<file path="src/include/csbu_params.svh">
`ifndef CSBU_PARAMS_SVH
`define CSBU_PARAMS_SVH

// Program counter width in bits.
`define CSBU_PC_W 16

// Flag positions inside the flag register.
`define CSBU_FLAG_C 3'd0
`define CSBU_FLAG_Z 3'd1
`define CSBU_FLAG_N 3'd2

// Program counter steps in words.
`define CSBU_STEP_SEQ      16'h0001
`define CSBU_STEP_SKIP_ONE 16'h0002
`define CSBU_STEP_SKIP_TWO 16'h0003

// Execution cycle counts.
`define CSBU_CYC_ONE   2'h1
`define CSBU_CYC_TWO   2'h2
`define CSBU_CYC_THREE 2'h3

// Reset values of the state register.
`define CSBU_RST_PC    16'h0000
`define CSBU_RST_CYC   2'h0

`endif

</file>
<file path="src/include/csbu_pkg.sv">
`include "csbu_params.svh"

package csbu_pkg;

  // Operations handed over by the instruction decoder.
  typedef enum logic [3:0] {
    CSBU_SKIP_IF_REG_BIT_CLEAR    = 4'h0,
    CSBU_SKIP_IF_REG_BIT_SET      = 4'h1,
    CSBU_SKIP_IF_IO_BIT_CLEAR     = 4'h2,
    CSBU_SKIP_IF_IO_BIT_SET       = 4'h3,
    CSBU_BRANCH_IF_FLAG_SET       = 4'h4,
    CSBU_BRANCH_IF_FLAG_CLEAR     = 4'h5,
    CSBU_BRANCH_IF_EQUAL          = 4'h6,
    CSBU_BRANCH_IF_NOT_EQUAL      = 4'h7,
    CSBU_BRANCH_IF_CARRY_SET      = 4'h8,
    CSBU_BRANCH_IF_CARRY_CLEAR    = 4'h9,
    CSBU_BRANCH_IF_SAME_OR_HIGHER = 4'ha,
    CSBU_BRANCH_IF_LOWER          = 4'hb,
    CSBU_BRANCH_IF_MINUS          = 4'hc,
    CSBU_BRANCH_IF_PLUS           = 4'hd
  } csbu_op_t;

  // Sequencer states, Gray coded along idle, stall, last.
  typedef enum logic [1:0] {
    CSBU_IDLE  = 2'b00,
    CSBU_STALL = 2'b01,
    CSBU_LAST  = 2'b11
  } csbu_state_t;

  // Complete state of the unit.
  typedef struct packed {
    csbu_state_t             state;
    logic                    cnt;
    logic                    taken;
    logic [`CSBU_PC_W-1:0]   pc_next;
    logic [1:0]              cycles;
  } csbu_regs_t;

endpackage

</file>
<file path="src/hw/csbu_bit_test.sv">
`timescale 1ns/100ps
`default_nettype none

// Compares one selected bit of a word against the wanted level.
module csbu_bit_test #(
  parameter int W = 8
) (
  input  wire logic [W-1:0]         data,
  input  wire logic [$clog2(W)-1:0] index,
  input  wire logic                 want_set,
  output logic                      match
);

  // Pure selection, no state, so the result is valid in the decode cycle.
  assign match = (data[index] == want_set);

endmodule

`default_nettype wire

</file>
<file path="src/hw/csbu_core.sv">
`timescale 1ns/100ps
`default_nettype none

`include "csbu_params.svh"

module csbu_core
  import csbu_pkg::*;
(
  input  wire logic                  sys_clk,
  input  wire logic                  reset,
  input  wire logic                  instr_valid,
  input  wire csbu_op_t              instr_op,
  input  wire logic [2:0]            bit_index,
  input  wire logic [7:0]            reg_data,
  input  wire logic [7:0]            io_data,
  input  wire logic [7:0]            flag_register,
  input  wire logic [6:0]            rel_offset,
  input  wire logic [`CSBU_PC_W-1:0] pc_current,
  input  wire logic                  next_two_word,
  output logic                       busy,
  output logic                       done,
  output logic                       pc_load,
  output logic [`CSBU_PC_W-1:0]      pc_next,
  output logic                       taken,
  output logic [1:0]                 cycles,
  output logic                       flag_write_en
);

  csbu_regs_t            q;
  csbu_regs_t            d;
  logic                  accept;
  logic                  is_skip;
  logic                  reg_hit;
  logic                  io_hit;
  logic                  flag_hit;
  logic [2:0]            flag_sel;
  logic                  flag_want;
  logic                  cond;
  logic [`CSBU_PC_W-1:0] pc_seq;
  logic [`CSBU_PC_W-1:0] pc_skip;
  logic [`CSBU_PC_W-1:0] pc_branch;
  logic [1:0]            cyc_new;

  // Decoder may hand over a new instruction only while no stall is running.
  assign busy   = (q.state == CSBU_STALL);
  assign accept = instr_valid && !busy;
  assign is_skip = (instr_op == CSBU_SKIP_IF_REG_BIT_CLEAR) || (instr_op == CSBU_SKIP_IF_REG_BIT_SET) ||
                   (instr_op == CSBU_SKIP_IF_IO_BIT_CLEAR) || (instr_op == CSBU_SKIP_IF_IO_BIT_SET);

  // Flag index and wanted level; fixed-flag forms override the operand index.
  always_comb begin
    flag_sel  = bit_index;
    flag_want = 1'b1;
    case (instr_op)
      CSBU_BRANCH_IF_FLAG_SET: begin
        flag_want = 1'b1;
      end
      CSBU_BRANCH_IF_FLAG_CLEAR: begin
        flag_want = 1'b0;
      end
      CSBU_BRANCH_IF_EQUAL: begin
        flag_sel  = `CSBU_FLAG_Z;
        flag_want = 1'b1;
      end
      CSBU_BRANCH_IF_NOT_EQUAL: begin
        flag_sel  = `CSBU_FLAG_Z;
        flag_want = 1'b0;
      end
      CSBU_BRANCH_IF_CARRY_SET, CSBU_BRANCH_IF_LOWER: begin
        flag_sel  = `CSBU_FLAG_C;
        flag_want = 1'b1;
      end
      CSBU_BRANCH_IF_CARRY_CLEAR, CSBU_BRANCH_IF_SAME_OR_HIGHER: begin
        flag_sel  = `CSBU_FLAG_C;
        flag_want = 1'b0;
      end
      CSBU_BRANCH_IF_MINUS: begin
        flag_sel  = `CSBU_FLAG_N;
        flag_want = 1'b1;
      end
      CSBU_BRANCH_IF_PLUS: begin
        flag_sel  = `CSBU_FLAG_N;
        flag_want = 1'b0;
      end
      default: begin
        flag_sel  = bit_index;
        flag_want = 1'b1;
      end
    endcase
  end

  // Bit tests; the clear forms use the low bit of the op as the wanted level.
  csbu_bit_test #(.W(8)) u_reg_test (
    .data     (reg_data),
    .index    (bit_index),
    .want_set (instr_op[0]),
    .match    (reg_hit)
  );

  csbu_bit_test #(.W(8)) u_io_test (
    .data     (io_data),
    .index    (bit_index),
    .want_set (instr_op[0]),
    .match    (io_hit)
  );

  csbu_bit_test #(.W(8)) u_flag_test (
    .data     (flag_register),
    .index    (flag_sel),
    .want_set (flag_want),
    .match    (flag_hit)
  );

  // Condition by instruction class.
  always_comb begin
    case (instr_op)
      CSBU_SKIP_IF_REG_BIT_CLEAR, CSBU_SKIP_IF_REG_BIT_SET: cond = reg_hit;
      CSBU_SKIP_IF_IO_BIT_CLEAR, CSBU_SKIP_IF_IO_BIT_SET:   cond = io_hit;
      default:                                              cond = flag_hit;
    endcase
  end

  // Candidate targets; the offset is a signed word count.
  assign pc_seq    = pc_current + `CSBU_STEP_SEQ;
  assign pc_skip   = pc_current + (next_two_word ? `CSBU_STEP_SKIP_TWO : `CSBU_STEP_SKIP_ONE);
  assign pc_branch = pc_current + {{(`CSBU_PC_W-7){rel_offset[6]}}, rel_offset} + `CSBU_STEP_SEQ;

  // Cycle cost: one when not taken, two for a branch or short skip, three for a long skip.
  always_comb begin
    if (!cond) begin
      cyc_new = `CSBU_CYC_ONE;
    end else if (is_skip && next_two_word) begin
      cyc_new = `CSBU_CYC_THREE;
    end else begin
      cyc_new = `CSBU_CYC_TWO;
    end
  end

  // Sequencer. The result is latched at accept so it is stable through the stall.
  always_comb begin
    d = q;
    case (q.state)
      CSBU_IDLE, CSBU_LAST: begin
        d.state = CSBU_IDLE;
        if (accept) begin
          d.taken   = cond;
          d.cycles  = cyc_new;
          d.pc_next = !cond ? pc_seq : (is_skip ? pc_skip : pc_branch);
          d.state   = (cyc_new == `CSBU_CYC_ONE) ? CSBU_LAST : CSBU_STALL;
          d.cnt     = (cyc_new == `CSBU_CYC_THREE);
        end
      end
      CSBU_STALL: begin
        if (q.cnt) begin
          d.cnt = 1'b0;
        end else begin
          d.state = CSBU_LAST;
        end
      end
      default: begin
        d.state = CSBU_IDLE;
      end
    endcase
  end

  always_ff @(posedge sys_clk) begin
    if (reset) begin
      q <= '{state: CSBU_IDLE, cnt: 1'b0, taken: 1'b0, pc_next: `CSBU_RST_PC, cycles: `CSBU_RST_CYC};
    end else begin
      q <= d;
    end
  end

  // Completion is a one-cycle pulse; the counter is loaded only on a taken flow change.
  assign done          = (q.state == CSBU_LAST);
  assign pc_load       = done && q.taken;
  assign pc_next       = q.pc_next;
  assign taken         = q.taken;
  assign cycles        = q.cycles;
  // This unit never owns the flag write port, so flags survive every outcome.
  assign flag_write_en = 1'b0;
endmodule

`default_nettype wire

</file>
<file path="config.mk">
export PLATFORM = sky130hd
export DESIGN_NAME = csbu_core
export DESIGN_NICKNAME = d
export VERILOG_FILES = /design/src/include/csbu_pkg.sv /design/src/hw/csbu_bit_test.sv /design/src/hw/csbu_core.sv
export VERILOG_INCLUDE_DIRS = /design/src /design/src/include
export SDC_FILE = /design/constraint.sdc
export NUM_CORES = 1
export LEC_CHECK = 0
export BUFFER_PORTS_ARGS = -buffer_cell sky130_fd_sc_hd__buf_2
export CAP_MARGIN = 20
export CORE_ASPECT_RATIO = 1.2
export CORE_MARGIN = 2
export CORE_UTILIZATION = 54
export DETAILED_ROUTE_END_ITERATION = 7
export PLACE_DENSITY_LB_ADDON = 0.12
export SKIP_CTS_REPAIR_TIMING = 1
export SLEW_MARGIN = 10
export SYNTH_ARGS = -nofsm -noshare
export SYNTH_HDL_FRONTEND = slang
export SYNTH_SLANG_ARGS = --single-unit
</file>
<file path="constraint.sdc">
create_clock -name sys_clk -period 3.2 [get_ports sys_clk]
set_input_delay 0.32 -clock sys_clk [delete_from_list [all_inputs] [get_ports sys_clk]]
set_output_delay 0.32 -clock sys_clk [all_outputs]
set_load 0.01 [all_outputs]
</file>
==> metrics, run 1 <==
delay of the slowest cell on the worst path 690 ps; standard-cell rows 29; clock tree from TritonCTS done; number of enable flip-flop cells after synthesis 0; NetSw between 0.5 and 0.6 mW; Syn. warnings 0; series of cell instances along the critical path buf_2 -> nand2b_1 -> a21boi_1 -> or2_1 -> o32ai_4 -> nand2_1 -> o311ai_4 -> buf_4 -> o311ai_0 -> o211ai_1 -> a21oi_1; part of the total power dissipated in the clock network 0.129; y dimension of the die between 80 and 90 um; outcome finished clean; maximum clock rate between 300 and 400 MHz; Buf/Inv on CP 2; accumulated negative setup slack 0 ps; switching part of the total 0.427; largest net degree at the start of global routing 22; maximum capacitance violations 0; mean cell area of the mapped netlist ~7.5 sq um; setup slack of the critical path after layout 429 ps; weighted congestion reported at the end of routability-driven placement approximately 0.9; Post-Syn Instances approximately 380; initial cell density of the core 0.552; share of the core filled with cells in the final layout 0.619; DP Area between 3000 and 4000 sq um; total gr overflow 0; fin. max-slew vios 0; maximum ir drop on the vdd rail around 200 uV; clock insertion delay at the later pin of the skew report between 200 and 300 ps; WP data arrival around 2900 ps; number of H-tree branching levels 1; post-route clock skew around 2.6 ps; first-pass GRT wire length 11800 um; setup slack at placement around 130 ps; count of nets after finishing 520; final design instance area without fill between 3000 and 4000 sq um; power density of the placed cells around 410 nW/um^2; Port Buffer Count 79; number of DRC markers in iteration 0 130; number of flip-flops and latches in the synthesized netlist 21; fraction of registers with async set/reset 0; core region area 5190 sq um; die width roughly 70 um; Worst Setup End Kind register; sinks on the clock net 21; class of the tightest hold or removal check in -> reg; synth top area cells dfxtp_1 15%, ha_1 9.2%, buf_4 5.5%; area share of the largest cell type after synthesis 0.147; slew at the pin with the worst max-slew slack 797 ps; wire length reported by the detailed router between 7000 and 8000 um; first-pass detailed-route iteration total 4; type of element launching the critical path input pin; Reg clk slew, reported paths about 70 ps; peak-usage layer in the global routing report met2; M2 GR Usage 0.435; overall routing resource usage 0.239; die area 5900 sq um; net count of the mapped netlist 464; fraction of final layout cells with drive strength greater than 1 0.239; detailed placement HPWL 5690 um; count of vias placed by the detailed router just under 3000; number of buffers added by the clock tree synthesis step 3; DRT antenna net count 0; filler cell count in the final layout ~500; Period Utilization, post-route 0.866; Leakage Power between 1 and 1.5 nW; cell at the slowest stage of the critical path o311ai_4; antenna cells 0; per-cell routed wire length 14.1 um; Internal Dissipation 0.760 mW; Syn-to-layout area delta 12.2%; sequential-to-total area share from yosys stat 0.147; average via count per standard cell approximately 5.8; RSZ-0062 raised after global routing false; Tmin final 2770 ps; Crit Path Max Fanout 18; met1 track utilization from global routing 0.307; post-synth top area cell dfxtp_1; CP top delay family compound AO/OA/AOI/OAI gates; worst setup path category in -> reg; initial antenna violation count 0; worst relative slew slack 0.467; number of failing hold endpoints at the final stage 0; I/O pin cnt 81; Netlist Area Pre-Place 2860 sq um; Final setup violation count 0; via count of the first global-routing pass approximately 2600; final routed DRC violation total 0; critical path data required time 3330 ps; grt met3 use 0.0157; number of distinct library cells after synthesis 62; Max clock buf depth 2; cell chosen for the clock root clkbuf_8; sequential group share of total power 0.292; share of power burned in combinational logic 0.579; most common flop cell mapped by yosys dfxtp_1
-- stage by stage --
step	instances	power (mW)	hold WS (ps)
final	501	1.33	371
after global routing	501	1.44	374
after CTS	501	1.33	368
after global placement	497	1.14	439
after detailed placement	497	1.16	443
after floorplan	384	1.01	437
-- sequential cells by signal (all words and copies together), names as in the netlist --
| name | cells |
|---|---|
| q | 3 |
| taken | 1 |
| pc_next | 16 |
| cycles | 1 |
-- synth_stat cells, types with 3 or more instances --
| library cell | instances |
|---|---|
| a21oi_1 | 31 |
| nand4_1 | 6 |
| nand3_1 | 18 |
| nand2_1 | 38 |
| o21a_1 | 3 |
| o21bai_1 | 6 |
| a21o_1 | 4 |
| o21ai_0 | 17 |
| xor2_1 | 11 |
| dfxtp_1 | 21 |
| clkbuf_1 | 6 |
| mux2i_1 | 9 |
| buf_2 | 5 |
| xnor2_1 | 15 |
| buf_4 | 21 |
| nand2b_1 | 7 |
| a32o_1 | 3 |
| nor3_1 | 6 |
| or3_1 | 3 |
| and2_1 | 3 |
| o211ai_1 | 12 |
| nor2_1 | 39 |
| a211oi_1 | 6 |
| inv_1 | 17 |
| and3_1 | 4 |
| ha_1 | 21 |
| mux4_2 | 4 |
| a31oi_1 | 3 |
-- final cells by class --
type	count	area (sq um)	area share
timing repair buffer	86	448	0.139
tap	62	77.6	0.0241
clock inverter	1	5.00	0.00156
inverter	17	63.8	0.0199
sequential	21	420	0.131
clock buffer	3	41.3	0.0129
multi-input combinational	311	2160	0.671
-- final timing paths --
| path | depth (start not counted) | to | slack, ps | startpoint |
|---|---|---|---|---|
| worst max-delay path | 11 | pc_next[3] | 430 | instr_op[3] |
| worst min-delay path | 3 | q[19] | 370 | next_two_word |
| worst max register to register | 7 | pc_next[12] | 1430 | q[20] |
| worst min register to register | 2 | pc_next[10] | 450 | pc_next[10] |
-- power groups by stage --
stage	sequential [mW]	clock, mW	combinational (mW)
2_1_floorplan	0.385	0	0.622
3_3_place_gp	0.390	0	0.751
3_5_place_dp	0.394	0	0.769
4_1_cts	0.388	0.177	0.769
5_1_grt	0.397	0.186	0.862
6_report	0.387	0.171	0.768
-- worst reg2reg max path, delay by kind of cell (launching register included) --
| kind | cells | cell delay, ps |
|---|---|---|
| and+or+nand+nor | 4 | 820 |
| adders and majority gates | 1 | 290 |
| DFF | 1 | 390 |
| buffers and inverters | 1 | 60 |
| AOI/OAI and AO/OA | 1 | 150 |
-- metal layers --
layer,share of wire,vias to the layer above
li1,-,1491
met1,0.44,1337
met2,0.50,92
met3,0.050,4
met4,0.0083,0
met5,0,-
-- layout by cell type (no fill, tap or decap), types with 9 or more instances in the layout --
master and n:
xnor2_1 15, dfxtp_1 21, o211ai_1 12, mux2i_1 9
buf_2 79, inv_1 17, nor2_1 39, xor2_1 11
nand3_1 18, a21oi_1 31, o21ai_0 17, nand2_1 38
ha_1 21
-- logic make-up (layout without fill, tap and decap cells) --
group / count (synthesis) / after routing / share of synthesized area
compound gates: 111 / 111 / 0.273
buf+inv: 52 / 107 / 0.103
mux: 14 / 14 / 0.0669
simple gates: 137 / 137 / 0.230
xor+xnor: 26 / 26 / 0.0795
fa+ha+maj: 22 / 22 / 0.0988
other cells: 1 / 1 / 0.00131
flops: 21 / 21 / 0.147
Note: power is estimated with default switching activity, not from simulation.
==> inputs of run 2 (changes only) <==
==> constraint.sdc (replaced) <==
create_clock -name sys_clk -period 3.2 [get_ports sys_clk]
set_input_delay 0.64 -clock sys_clk [delete_from_list [all_inputs] [get_ports sys_clk]]
set_output_delay 0.64 -clock sys_clk [all_outputs]
set_load 0.01 [all_outputs]
==> run 2 against run 1 <==
  * Clock power is essentially flat
  * Fmax decreased by 6.4%
  * Wire length down 0.55%
  * Clock skew down 1.5 ps
  * Via count is 0.68% higher
  * Global-route usage fell by 0.067 points
  * Critical endpoint is now pc_next[2]
==> metrics, run 2 (synthesis gave the netlist of run 1 again) <==
Internal Dissipation 0.775 mW (+2.0%); class of the tightest hold or removal check reg -> reg; Reg clk slew, reported paths 70 ps (about the same); cell chosen for the clock root clkbuf_8; commonest non-fill, non-tap cells in the layout 79 x buf_2, 38 x nand2_1, 38 x nor2_1; initial cell density of the core 0.552 (unchanged); power density of the placed cells 405 nW/um^2 (-1.7%); fin. max-slew vios 0 (unchanged); weighted congestion reported at the end of routability-driven placement 0.832 (-10%); standard-cell rows 29 (unchanged); capture point of the worst reg-to-reg path pc_next[12]; DP Area 3270 sq um (+3.2%); type of element launching the critical path input pin; setup slack at placement -85.6 ps (-218 ps); DRT antenna net count 0 (unchanged); flip-flop count of the largest register after layout 16 (unchanged); number of H-tree branching levels 1 (unchanged); count of vias placed by the detailed router 2944 (+0.68%); Port Buffer Count 79 (unchanged); depth of the worst hold-timing path 2 (-1); number of DRC markers in iteration 0 160 (+23%); post-route clock skew 1.11 ps (-1.48 ps); Final setup violation count 0 (unchanged); worst setup path category in -> reg; antenna cells 0 (unchanged); clock tree from TritonCTS done; number of failing hold endpoints at the final stage 0 (unchanged); count of nets after finishing 532 (+2.3%); NetSw 0.570 mW (+0.60%); initial antenna violation count 0 (unchanged); Worst Setup End Kind register; setup slack of the critical path after layout 240 ps (-189 ps); wire length reported by the detailed router 7030 um (-0.55%); count of cells along the worst register-to-register path 8 (+1); per-cell routed wire length 13.7 um (-2.9%); outcome finished clean; number of buffers added by the clock tree synthesis step 3 (unchanged); Leakage Power 1.49 nW (+4.0%); final design instance area without fill 3320 sq um (+3.2%); non-filler cells in the finished layout 513 (+2.4%); detailed placement HPWL 5750 um (+1.0%); first-pass GRT wire length 12000 um (+1.0%); maximum clock rate 338 MHz (-6.4%); maximum capacitance violations 0 (unchanged); RSZ-0062 raised after global routing false; core region area 5190 sq um (unchanged); overall routing resource usage 0.239 (-0.000665); via count of the first global-routing pass 2727 (+3.1%); die width 70.5 um (unchanged); sinks on the clock net 21 (unchanged); switching part of the total 0.423 (-0.00350); critical path data required time 3370 ps (+40 ps); total gr overflow 0 (unchanged); worst hold endpoint pc_next[1]; most common library cell in the layout ignoring fill and taps buf_2; Syn-to-layout area delta 15.9%; hold path start pc_next[1]; sequential group share of total power 0.286 (-0.006); y dimension of the die 83.8 um (unchanged); average via count per standard cell 5.74 (-1.7%); clock insertion delay at the later pin of the skew report 260 ps (about the same); worst-case register-to-register setup slack 1240 ps (-190 ps); final routed DRC violation total 0 (unchanged); final-layout worst hold slack 451 ps (+79.6 ps); WP data arrival 3130 ps (+230 ps); launching point of the worst reg2reg path q[20]; die area 5900 sq um (unchanged); part of the total power dissipated in the clock network 0.129 (about the same); I/O pin cnt 81 (unchanged); Crit Path Max Fanout 29 (+11); Max clock buf depth 2 (unchanged); worst relative slew slack 0.605 (+0.138); largest net degree at the start of global routing 30 (+36%); first-pass detailed-route iteration total 4 (unchanged); slew at the pin with the worst max-slew slack 591 ps (-206 ps); share of power burned in combinational logic 0.585 (+0.006); fraction of final layout cells with drive strength greater than 1 0.259 (+0.0202); Period Utilization, post-route 0.925 (+0.0591); share of the core filled with cells in the final layout 0.639 (+0.0200); maximum ir drop on the vdd rail 163 uV (-18%); placed instance count 509 (+2.4%); Tmin final 2960 ps (+189 ps)
-- run 2: cell type report --
cell class,instances,area (sq um)
sequential,21,420
inverter,17,63.8
multi-input combinational,311,2160
fill,485,1870
tap,62,77.6
clock buffer,4,45.0
timing repair buffer,98,551
-- run 2: power by group through the flow --
| stage | sequential (mW) | clock, mW | combinational [mW] |
|---|---|---|---|
| 2_1_floorplan | 0.385 | 0 | 0.622 |
| 3_3_place_gp | 0.388 | 0 | 0.772 |
| 3_5_place_dp | 0.392 | 0 | 0.786 |
| 4_1_cts | 0.386 | 0.175 | 0.790 |
| 5_1_grt | 0.396 | 0.185 | 0.882 |
| 6_report | 0.385 | 0.174 | 0.787 |
-- run 2: critical path, cell delays in order --
cell and delay [ps]:
buf_2 180, nand2b_1 120, a21boi_1 80, or2_1 270, o32ai_4 310, nand2_1 170, o311ai_4 540, buf_12 250
mux2i_1 200, mux2i_1 90, a311oi_1 270
-- run 2: worst max-delay path by stage --
stage	slack, ps	endpoint	startpoint
after CTS	180	pc_next[2]	bit_index[0]
after global routing	30	pc_next[2]	bit_index[0]
final	240	pc_next[2]	instr_op[3]
after detailed placement	-90	pc_next[2]	bit_index[0]
after global placement	40	pc_next[2]	bit_index[0]
after floorplan	390	pc_next[14]	pc_current[0]
-- run 2: routing by layer --
metal | global-route usage | up-vias | routed length (um)
li1 | - | 1516 | -
met1 | 0.313 | 1328 | 3130
met2 | 0.423 | 94 | 3460
met3 | 0.0121 | 6 | 367
met4 | 0.0612 | 0 | 71
met5 | 0 | - | 0
-- run 2: metrics by stage --
step / TNS (ps) / total power, mW
finish: 0 / 1.34
global route: 0 / 1.46
CTS: 0 / 1.35
detailed placement: -118 / 1.18
global placement: 0 / 1.16
floorplan: 0 / 1.01
